===== src/hdl/hpsrw_pkg.sv =====
package hpsrw_pkg;

  // ----------------------------------------------------------------
  // Register bus geometry
  // ----------------------------------------------------------------
  localparam int AXI_AW = 5;
  localparam int AXI_DW = 32;
  localparam logic [AXI_AW-1:0] OFF_CTRL = 5'h00;
  localparam logic [AXI_AW-1:0] OFF_PULSE = 5'h04;
  localparam logic [AXI_AW-1:0] OFF_WIN = 5'h08;
  localparam logic [AXI_AW-1:0] OFF_ISTAT = 5'h0c;
  localparam logic [AXI_AW-1:0] OFF_IMASK = 5'h10;
  localparam logic [1:0] RESP_OKAY = 2'h0;
  localparam logic [1:0] RESP_DECERR = 2'h3;

  // ----------------------------------------------------------------
  // Field positions
  // ----------------------------------------------------------------
  localparam int CTRL_MODE_BIT = 0;
  localparam int CTRL_ACK_BIT = 1;
  localparam int CTRL_PEND_BIT = 7;
  localparam int WIN_EN_BIT = 8;
  localparam int WIN_BASE_LSB = 12;
  localparam int WIN_SIZE_W = 4;
  localparam int JUMPER_W = 8;
  localparam int MIRROR_W = 16;
  localparam int MIRROR_LSB = 16;
  localparam int EV_W = 2;
  localparam int EV_HOST_REQ = 0;
  localparam int EV_DIS_ACC = 1;
  localparam logic [AXI_DW-1:0] WIN_RESET = 32'h0000_0000;

  // ----------------------------------------------------------------
  // Host port geometry and window size codes
  // ----------------------------------------------------------------
  localparam int PADDR_W = 16;
  localparam int PORT_DATA_BUS_W = 8;
  localparam logic [3:0] SZ_64K = 4'h0;
  localparam logic [3:0] SZ_32K = 4'h8;
  localparam logic [3:0] SZ_16K = 4'hc;
  localparam logic [3:0] SZ_8K = 4'he;
  localparam logic [3:0] SZ_4K = 4'hf;
  localparam logic [PADDR_W-1:0] MASK_64K = 16'hffff;
  localparam logic [PADDR_W-1:0] MASK_32K = 16'h7fff;
  localparam logic [PADDR_W-1:0] MASK_16K = 16'h3fff;
  localparam logic [PADDR_W-1:0] MASK_8K = 16'h1fff;
  localparam logic [PADDR_W-1:0] MASK_4K = 16'h0fff;

  // ----------------------------------------------------------------
  // Timing
  // ----------------------------------------------------------------
  localparam int CLK_PERIOD_NS = 40;
  localparam int PULSE_MIN_NS = 200;
  localparam int PULSE_CYC = (PULSE_MIN_NS + CLK_PERIOD_NS - 1) / CLK_PERIOD_NS;
  localparam int PULSE_CW = 4;
  localparam logic [1:0] BOOT_SYNC_CYC = 2'h2;

  // One-hot host port cycle states
  typedef enum logic [2:0] {
    PS_IDLE = 3'b001,
    PS_RAM = 3'b010,
    PS_DONE = 3'b100
  } hpsrw_pstate_t;

endpackage


===== src/hdl/hpsrw_top.sv =====
// Functional notes
// - Ack style 0: acknowledge high during port cycle, low at its end.
// - Ack style 1: acknowledge low at cycle start, high at end for ready.
// - Ack style bit taken at reset from address line one strap.
// - Pulse mode low: pulsed register write pulses first irq low briefly.
// - Pulse mode high: data/status flags drive irq one or two per select.
// - Pulse irq mode bit taken at reset from address line zero strap.
// - Pulsed register stores nothing; triggers only while pulse mode is low.
// - Pulsed register read returns live low 8 port data pins in bits 7:0.
// - Host FIFO mask/status low 16 bits appear in pulsed register bits 31:16.
// - Processor writes never change the mask/status or pulsed register.
// - Window register is 32-bit read/write, zero after reset.
// - RAM address is base plus host index; bits above window size ignored.
// - Window disabled: host accesses complete, writes dropped, reads zero.
// - Window bits 31:12 are the base; base address is field shifted by 12.
// - Size code: 0000 64K, 1000 32K, 1100 16K, 1110 8K, 1111 4K.
// - Pending flag is active low, cleared by writing one to bit 7.
module hpsrw_top #(
  parameter int PULSE_LEN = hpsrw_pkg::PULSE_CYC
) (
  input wire logic clk_sys,
  input wire logic rstn,
  input wire logic clk_en,
  input wire logic [hpsrw_pkg::AXI_AW-1:0] s_axi_awaddr,
  input wire logic s_axi_awvalid,
  output logic s_axi_awready,
  input wire logic [hpsrw_pkg::AXI_DW-1:0] s_axi_wdata,
  input wire logic [3:0] s_axi_wstrb,
  input wire logic s_axi_wvalid,
  output logic s_axi_wready,
  output logic [1:0] s_axi_bresp,
  output logic s_axi_bvalid,
  input wire logic s_axi_bready,
  input wire logic [hpsrw_pkg::AXI_AW-1:0] s_axi_araddr,
  input wire logic s_axi_arvalid,
  output logic s_axi_arready,
  output logic [hpsrw_pkg::AXI_DW-1:0] s_axi_rdata,
  output logic [1:0] s_axi_rresp,
  output logic s_axi_rvalid,
  input wire logic s_axi_rready,
  output logic irq,
  input wire logic [1:0] strap_addr,
  input wire logic port_cs_n,
  input wire logic port_rw_n,
  input wire logic [hpsrw_pkg::PADDR_W-1:0] port_addr,
  input wire logic [hpsrw_pkg::PORT_DATA_BUS_W-1:0] port_data_bus_in,
  output logic [hpsrw_pkg::PORT_DATA_BUS_W-1:0] port_data_bus_out,
  output logic port_data_bus_oe,
  output logic port_acknowledge_out,
  output logic host_irq_out_first,
  output logic host_irq_out_second,
  input wire logic data_avail_irq_flag,
  input wire logic status_irq_flag,
  input wire logic irq_pin_select,
  input wire logic host_irq_req,
  input wire logic [hpsrw_pkg::MIRROR_W-1:0] fifo_mask_status,
  output logic ram_req,
  output logic ram_we,
  output logic [hpsrw_pkg::AXI_DW-1:0] ram_addr,
  output logic [hpsrw_pkg::PORT_DATA_BUS_W-1:0] ram_wdata,
  input wire logic ram_ack,
  input wire logic [hpsrw_pkg::PORT_DATA_BUS_W-1:0] ram_rdata
);
  import hpsrw_pkg::*;

  // ----------------------------------------------------------------
  // State record
  // ----------------------------------------------------------------
  typedef struct packed {
    logic cs_s1;
    logic cs_s2;
    logic rw_s1;
    logic rw_s2;
    logic [PADDR_W-1:0] addr_s1;
    logic [PADDR_W-1:0] addr_s2;
    logic [PORT_DATA_BUS_W-1:0] din_s1;
    logic [PORT_DATA_BUS_W-1:0] din_s2;
    logic [1:0] strap_s1;
    logic [1:0] strap_s2;
    logic [1:0] boot_cnt;
    logic ack_style_select;
    logic pulse_irq_mode;
    logic irq_pending_flag;
    logic [AXI_DW-1:0] win;
    logic [EV_W-1:0] istat;
    logic [EV_W-1:0] imask;
    logic irq;
    logic [PULSE_CW-1:0] pulse_cnt;
    logic irq_first;
    logic irq_second;
    hpsrw_pstate_t pst;
    logic ack;
    logic [PORT_DATA_BUS_W-1:0] dout;
    logic doe;
    logic ram_req;
    logic ram_we;
    logic [AXI_DW-1:0] ram_addr;
    logic [PORT_DATA_BUS_W-1:0] ram_wdata;
    logic aw_held;
    logic [AXI_AW-1:0] aw_addr;
    logic w_held;
    logic [AXI_DW-1:0] w_data;
    logic [3:0] w_strb;
    logic bvalid;
    logic [1:0] bresp;
    logic rvalid;
    logic [1:0] rresp;
    logic [AXI_DW-1:0] rdata;
  } hpsrw_state_t;

  hpsrw_state_t s_r;
  hpsrw_state_t s_nxt;

  // ----------------------------------------------------------------
  // Helpers
  // ----------------------------------------------------------------
  // index mask, reserved as 4K
  function automatic logic [PADDR_W-1:0] size_mask(input logic [3:0] code);
    case (code)
      SZ_64K: size_mask = MASK_64K;
      SZ_32K: size_mask = MASK_32K;
      SZ_16K: size_mask = MASK_16K;
      SZ_8K: size_mask = MASK_8K;
      SZ_4K: size_mask = MASK_4K;
      default: size_mask = MASK_4K;
    endcase
  endfunction

  // Byte-lane merge for register writes
  function automatic logic [AXI_DW-1:0] merge(input logic [AXI_DW-1:0] old,
      input logic [AXI_DW-1:0] data, input logic [3:0] strb);
    merge = old;
    for (int i = 0; i < 4; i++) begin
      if (strb[i]) begin
        merge[i*8 +: 8] = data[i*8 +: 8];
      end
    end
  endfunction

  function automatic logic offset_known(input logic [AXI_AW-1:0] a);
    offset_known = (a == OFF_CTRL) || (a == OFF_PULSE) || (a == OFF_WIN) ||
      (a == OFF_ISTAT) || (a == OFF_IMASK);
  endfunction

  // ----------------------------------------------------------------
  // Next-state logic
  // ----------------------------------------------------------------
  always_comb begin
    logic [EV_W-1:0] ev;
    logic do_wr;
    logic [PADDR_W-1:0] idx;
    logic [AXI_DW-1:0] rd;
    logic pulse_on;
    logic lvl;
    ev = '0;
    do_wr = 1'b0;
    idx = '0;
    rd = '0;
    pulse_on = 1'b0;
    lvl = 1'b0;
    s_nxt = s_r;

    // Pin synchronisers; only stage two is read beyond this point
    s_nxt.cs_s1 = port_cs_n;
    s_nxt.cs_s2 = s_r.cs_s1;
    s_nxt.rw_s1 = port_rw_n;
    s_nxt.rw_s2 = s_r.rw_s1;
    s_nxt.addr_s1 = port_addr;
    s_nxt.addr_s2 = s_r.addr_s1;
    s_nxt.din_s1 = port_data_bus_in;
    s_nxt.din_s2 = s_r.din_s1;
    s_nxt.strap_s1 = strap_addr;
    s_nxt.strap_s2 = s_r.strap_s1;

    // Bootstrap capture once the strap synchroniser has filled
    if (s_r.boot_cnt != BOOT_SYNC_CYC) begin
      s_nxt.boot_cnt = s_r.boot_cnt + 2'h1;
    end
    if (s_r.boot_cnt == BOOT_SYNC_CYC - 2'h1) begin
      s_nxt.ack_style_select = s_r.strap_s2[1];
      s_nxt.pulse_irq_mode = s_r.strap_s2[0];
    end

    // Host port cycle sequencer
    case (s_r.pst)
      PS_IDLE: begin
        s_nxt.ack = 1'b1;
        s_nxt.doe = 1'b0;
        if (!s_r.cs_s2 && s_r.boot_cnt == BOOT_SYNC_CYC) begin
          // acknowledge level while the cycle runs
          s_nxt.ack = !s_r.ack_style_select;
          idx = s_r.addr_s2 & size_mask(s_r.win[WIN_SIZE_W-1:0]);
          s_nxt.ram_addr = {s_r.win[AXI_DW-1:WIN_BASE_LSB],
            {WIN_BASE_LSB{1'b0}}} + {{(AXI_DW-PADDR_W){1'b0}}, idx};
          if (s_r.win[WIN_EN_BIT]) begin
            s_nxt.ram_req = 1'b1;
            s_nxt.ram_we = !s_r.rw_s2;
            s_nxt.ram_wdata = s_r.din_s2;
            s_nxt.pst = PS_RAM;
          end else begin
            // finish without RAM, read gives zeros
            s_nxt.dout = '0;
            ev[EV_DIS_ACC] = 1'b1;
            s_nxt.pst = PS_DONE;
          end
        end
      end
      PS_RAM: begin
        if (ram_ack) begin
          s_nxt.ram_req = 1'b0;
          s_nxt.dout = s_r.ram_we ? '0 : ram_rdata;
          s_nxt.pst = PS_DONE;
        end
      end
      PS_DONE: begin
        s_nxt.ack = s_r.ack_style_select;
        s_nxt.doe = s_r.rw_s2;
        if (s_r.cs_s2) begin
          s_nxt.ack = 1'b1;
          s_nxt.doe = 1'b0;
          s_nxt.pst = PS_IDLE;
        end
      end
      default: begin
        s_nxt.pst = PS_IDLE;
        s_nxt.ram_req = 1'b0;
      end
    endcase

    // AXI4-Lite write side: address and data taken in either order
    if (s_r.aw_held == 1'b0 && s_axi_awvalid) begin
      s_nxt.aw_held = 1'b1;
      s_nxt.aw_addr = s_axi_awaddr;
    end
    if (s_r.w_held == 1'b0 && s_axi_wvalid) begin
      s_nxt.w_held = 1'b1;
      s_nxt.w_data = s_axi_wdata;
      s_nxt.w_strb = s_axi_wstrb;
    end
    if (s_r.bvalid && s_axi_bready) begin
      s_nxt.bvalid = 1'b0;
    end
    do_wr = s_r.aw_held && s_r.w_held && !s_r.bvalid;
    if (do_wr) begin
      s_nxt.aw_held = 1'b0;
      s_nxt.w_held = 1'b0;
      s_nxt.bvalid = 1'b1;
      s_nxt.bresp = offset_known(s_r.aw_addr) ? RESP_OKAY : RESP_DECERR;
      case (s_r.aw_addr)
        OFF_CTRL: begin
          if (s_r.w_strb[0]) begin
            s_nxt.pulse_irq_mode = s_r.w_data[CTRL_MODE_BIT];
            s_nxt.ack_style_select = s_r.w_data[CTRL_ACK_BIT];
            // write one clears pending (back to high)
            if (s_r.w_data[CTRL_PEND_BIT]) begin
              s_nxt.irq_pending_flag = 1'b1;
            end
          end
        end
        OFF_PULSE: begin
          // no storage, only a trigger in pulse mode
          if (!s_r.pulse_irq_mode) begin
            pulse_on = 1'b1;
          end
        end
        OFF_WIN: begin
          s_nxt.win = merge(s_r.win, s_r.w_data, s_r.w_strb);
        end
        OFF_ISTAT: begin
          if (s_r.w_strb[0]) begin
            s_nxt.istat = s_r.istat & ~s_r.w_data[EV_W-1:0];
          end
        end
        OFF_IMASK: begin
          if (s_r.w_strb[0]) begin
            s_nxt.imask = s_r.w_data[EV_W-1:0];
          end
        end
        default: begin
          s_nxt.bresp = RESP_DECERR;
        end
      endcase
    end

    // AXI4-Lite read side; one read in flight at a time
    if (s_r.rvalid && s_axi_rready) begin
      s_nxt.rvalid = 1'b0;
    end
    if (s_axi_arvalid && !s_r.rvalid) begin
      case (s_axi_araddr)
        OFF_CTRL: begin
          rd[CTRL_MODE_BIT] = s_r.pulse_irq_mode;
          rd[CTRL_ACK_BIT] = s_r.ack_style_select;
          rd[CTRL_PEND_BIT] = s_r.irq_pending_flag;
        end
        OFF_PULSE: begin
          rd[JUMPER_W-1:0] = s_r.din_s2[JUMPER_W-1:0];
          rd[MIRROR_LSB +: MIRROR_W] = fifo_mask_status;
        end
        OFF_WIN: rd = s_r.win;
        OFF_ISTAT: rd[EV_W-1:0] = s_r.istat;
        OFF_IMASK: rd[EV_W-1:0] = s_r.imask;
        default: rd = '0;
      endcase
      s_nxt.rvalid = 1'b1;
      s_nxt.rdata = rd;
      s_nxt.rresp = offset_known(s_axi_araddr) ? RESP_OKAY : RESP_DECERR;
    end

    // Host request: set wins over a same-cycle clear
    if (host_irq_req) begin
      s_nxt.irq_pending_flag = 1'b0;
      ev[EV_HOST_REQ] = 1'b1;
    end

    // Sticky events, mask, one level output
    s_nxt.istat = s_nxt.istat | ev;
    s_nxt.irq = |(s_nxt.istat & s_nxt.imask);

    // Pulse stretcher for the edge-style host interrupt
    if (pulse_on) begin
      s_nxt.pulse_cnt = PULSE_CW'(PULSE_LEN);
    end else if (s_r.pulse_cnt != '0) begin
      s_nxt.pulse_cnt = s_r.pulse_cnt - 1'b1;
    end
    if (s_r.pulse_irq_mode) begin
      // level interrupt steered by the pin select
      lvl = data_avail_irq_flag | status_irq_flag;
      s_nxt.irq_first = !(lvl && !irq_pin_select);
      s_nxt.irq_second = !(lvl && irq_pin_select);
      s_nxt.pulse_cnt = '0;
    end else begin
      // pulse on the first output only
      s_nxt.irq_first = (s_nxt.pulse_cnt == '0);
      s_nxt.irq_second = 1'b1;
    end
  end

  // ----------------------------------------------------------------
  // State register
  // ----------------------------------------------------------------
  // Strap synchroniser runs through reset so boot capture sees real pins
  always_ff @(posedge clk_sys) begin
    if (!rstn) begin
      s_r <= '0;
      s_r.cs_s1 <= 1'b1;
      s_r.cs_s2 <= 1'b1;
      s_r.rw_s1 <= 1'b1;
      s_r.rw_s2 <= 1'b1;
      s_r.strap_s1 <= strap_addr;
      s_r.strap_s2 <= s_r.strap_s1;
      s_r.irq_pending_flag <= 1'b1;
      s_r.win <= WIN_RESET;
      s_r.irq_first <= 1'b1;
      s_r.irq_second <= 1'b1;
      s_r.pst <= PS_IDLE;
      s_r.ack <= 1'b1;
    end else if (clk_en) begin
      s_r <= s_nxt;
    end
  end

  // ----------------------------------------------------------------
  // Outputs, all straight from the state register
  // ----------------------------------------------------------------
  assign s_axi_awready = !s_r.aw_held;
  assign s_axi_wready = !s_r.w_held;
  assign s_axi_bvalid = s_r.bvalid;
  assign s_axi_bresp = s_r.bresp;
  assign s_axi_arready = !s_r.rvalid;
  assign s_axi_rvalid = s_r.rvalid;
  assign s_axi_rresp = s_r.rresp;
  assign s_axi_rdata = s_r.rdata;
  assign irq = s_r.irq;
  assign port_data_bus_out = s_r.dout;
  assign port_data_bus_oe = s_r.doe;
  assign port_acknowledge_out = s_r.ack;
  assign host_irq_out_first = s_r.irq_first;
  assign host_irq_out_second = s_r.irq_second;
  assign ram_req = s_r.ram_req;
  assign ram_we = s_r.ram_we;
  assign ram_addr = s_r.ram_addr;
  assign ram_wdata = s_r.ram_wdata;

endmodule

===== config.mk =====
export PLATFORM = sky130hd
export DESIGN_NAME = hpsrw_top
export DESIGN_NICKNAME = d
export VERILOG_FILES = /design/src/hdl/hpsrw_pkg.sv /design/src/hdl/hpsrw_top.sv
export SDC_FILE = /design/constraint.sdc
export NUM_CORES = 1
export LEC_CHECK = 0
export BUFFER_PORTS_ARGS = -buffer_cell sky130_fd_sc_hd__buf_2
export CAP_MARGIN = 20
export CELL_PAD_IN_SITES_DETAIL_PLACEMENT = 1
export CELL_PAD_IN_SITES_GLOBAL_PLACEMENT = 1
export CORE_MARGIN = 5
export CORE_UTILIZATION = 29
export CTS_CLUSTER_DIAMETER = 150
export DETAILED_ROUTE_END_ITERATION = 7
export PLACE_DENSITY = 0.67
export SKIP_LAST_GASP = 1
export SYNTH_ARGS = -nofsm -noshare
export SYNTH_HDL_FRONTEND = slang
export SYNTH_SLANG_ARGS = --single-unit

===== constraint.sdc =====
create_clock -name clk_sys -period 3.8 [get_ports clk_sys]
set_clock_uncertainty 0.15 [all_clocks]
set_input_delay 0.19 -clock clk_sys [delete_from_list [all_inputs] [get_ports clk_sys]]
set_output_delay 0.19 -clock clk_sys [all_outputs]
set_load 0.02 [all_outputs]

==> flow_summary.yaml <==
worst_setup_path:
  worstPathCellList: "dlygate4sd3_1 > buf_4 > buf_4 > o2111ai_1 > dlygate4sd3_1 > o21ai_0 > nand2_1 > dlygate4sd3_1"
  crit_startpoint: "clk_en"
  crit_path_end_kind: "flip-flop"
  critical_path.slowest_cell: "buf_4"
  crit_top_cell: "dlygate4sd3_1"
  reg2reg_from: "s_r[149]"
  setup.worst_path.start_class: "primary input"
  crit_arrival_ps: 3510
  path_class: "primary input to flip-flop"
  crit_path_max_incr_delay_ps: 830
  path_max_fanout: 63
  worstPathRequired_ps: 4080
timing:
  max_clock_freq_mhz: 310
  tightestPinTransition_ps: 982
  final-max-slew-violation-count: 0
  hold_violations: 0
  final.hold.worst_slack_ps: 27.1
  finalSetupViolations: 0
  layout_min_cycle_time_ps: 3230
  period_share: 0.849
  summed_negative_setup_slack_over_all_endpoints_ps: 0
  timing.max_slew.rel_slack: 0.345
  unrepaired_setup_endpoints_after_global_routing: "false"
clocking:
  post_cts_buffers: 0
  worst_skew_pair_later_pin_latency_ps: 560
  cts.sinks: 238
  holdBufCountCts: 110
  cts_root_buffer: "clkbuf_16"
  cts_resized: 0
  htree_num_levels: 1
  ctsLongestPathBuffers: 3
  clock_pin_slew_on_the_worst_setup_and_hold_paths_ps: 60
  tritoncts.num_buffers: 28
  tritoncts_clock_tree: "done"
final_layout:
  synthToLayoutAreaGrowth_pct: 26.1
  multi_input_comb_area_um2: 4930
  design.final.nets: 1509
  sequential_cell_area_um2: 4800
  final_layout_size_suffix_gt1_frac: 0.200
  number_of_inserted_filler_cells_in_the_final_layout: 4255
  final_area_um2: 13500
power:
  internal_power_mw: 4.57
  clock_power_share: 0.451
  share_comb_of_total_power: 0.109
  power_frac_seq: 0.440
  switching_power_mw: 1.49
  power.static_leakage_nw: 5.56
  powerDensity_nw_per_um2: 448
  switching_share_of_total_power: 0.245
  vdd_ir_drop_max_v: 0.000285
detailed_routing:
  routed-via-count: 8803
  drtIter0Drc: 431
  final_antenna_net_count: 0
  viasPerCell: 4.68
  dr_drc_count: 0
  avgRoutedWirePerCell_um: 17.1
  drt_pre_antenna_iters: 4
  wirelength_um: 32200
global_route:
  number_of_global_route_vias_before_repair: 9198
  gr-total-overflow: 0
  grt_max_degree: 148
  grt_pass1_wl_um: 50700
  grt_antenna_before_repair: 3
  groute.usage.overall: 0.152
synthesis:
  synth.distinct_cells: 64
  postSynth.asyncResetShare: 0
  synth_commonest_cells: "nand2_1 (238), dfxtp_1 (234), buf_4 (89)"
  ys.flop_type: "dfxtp_1"
  yosysWarningCount: 0
  yosysSeqAreaShare: 0.448
  synthCells: 1192
  synth_nets: 1311
  synth_area_per_cell_um2: 9.01
  synth_edf_count: 4
  synthTopCellsByArea: "dfxtp_1 (44%), nand2_1 (8.3%), mux2i_1 (6.5%), buf_4 (6.2%), a21boi_0 (4.8%)"
  synth_largest_type_area_fraction: 0.436
  post-synth-top-count-cell: "nand2_1"
  synth_seq_cells: 238
  synth_top_cell_by_area: "dfxtp_1"
  syn_area_um2: 10700
placement:
  detailedPlacementHpwl_um: 21800
  place.port_buffers: 206
  placed_area_um2: 11500
  place.gp.congestion: 0.801
hold_path:
  holdCritPathClass: "primary input to flip-flop"
  min_from: "status_irq_flag"
status:
  status: "complete, no violations"
die:
  fp-row-count: 70
  floorplan.die_area_um2: 41000
  initial_utilization: 0.293
  die_height_um: 202
  floorplan.die.width_um: 202
  ioPinCount: 207
  fp.coreArea_um2: 36600
run:
  max_cap_violations: 0
==> metal layers <==
metal	global-route usage	wire length [um]	up-vias
li1	-	-	4377
met1	0.199	14900	4163
met2	0.248	14700	204
met3	0.0294	1570	57
met4	0.0546	1090	2
met5	0	11	-
==> power groups by stage <==
stage / registers, mW / logic, mW / clock network, mW
final: 2.67 / 0.660 / 2.73
after global routing: 2.68 / 0.732 / 2.93
after CTS: 2.67 / 0.665 / 2.81
after detailed placement: 2.72 / 0.573 / 0
after global placement: 2.72 / 0.559 / 0
after floorplan: 2.70 / 0.415 / 0
==> registers in the layout (all words and copies together) (netlist names), 8 cells and up <==
signal,cells
port_data_bus_out,8
ram_addr,32
ram_wdata,8
s_axi_rdata,32
s_nxt,28
s_r,119
==> cell families (layout without fill, tap and decap cells) <==
group | count (synthesis) | after routing | share of synthesized area
fa+ha+maj | 8 | 8 | 0.0100
xor+xnor | 18 | 18 | 0.0147
simple gates | 458 | 458 | 0.214
compound gates | 225 | 225 | 0.148
buf+inv | 168 | 386 | 0.0935
other cells | 0 | 2 | 0
mux | 77 | 77 | 0.0726
flops | 238 | 238 | 0.448
==> worst max-delay path: cells and delay by family <==
kind | cells | cell delay, ps
and+or+nand+nor | 1 | 70
AOI/OAI and AO/OA | 2 | 300
buffers and inverters | 5 | 2920
==> path summary, 6_finish.rpt <==
path / to / slack, ps / depth (start not counted)
worst min-delay path: host_irq_out_first / 30 / 5
worst max-delay path: host_irq_out_second / 570 / 8
worst max register to register: ram_addr[29] / 1030 / 8
worst min register to register: s_r[157] / 310 / 2
==> cell usage in the layout (no fill, tap or decap), drive strengths merged, types with 23 or more instances in the layout <==
cell type,n
a21oi,23
a21boi,101
dlygate4sd3,110
clkbuf,38
mux2i,70
dfxtp,234
nand2,238
nor2b,65
nor3b,29
buf,216
o21ai,40
nor2,35
nand3,27
==> cell type report <==
| type | instances | area share |
|---|---|---|
| Tap cell | 468 | 0.0432 |
| Inverter | 10 | 0.00277 |
| Timing Repair Buffer | 326 | 0.165 |
| Clock inverter | 12 | 0.00952 |
| Sequential cell | 238 | 0.355 |
| Antenna cell | 2 | 0.000370 |
| Multi-Input combinational cell | 786 | 0.364 |
| Clock buffer | 38 | 0.0604 |
==> per-stage QoR <==
stage / setup slack (ps) / std cells / util / power (mW)
floorplan: 1470 / 1192 / - / 3.12
global placement: 1050 / 1718 / 0.314 / 3.28
detailed placement: 1050 / 1718 / 0.314 / 3.30
CTS: 629 / 1878 / 0.370 / 6.15
global route: 420 / 1880 / 0.370 / 6.34
finish: 575 / 1880 / 0.370 / 6.06
No activity file was read; power rests on OpenSTA's default activity.
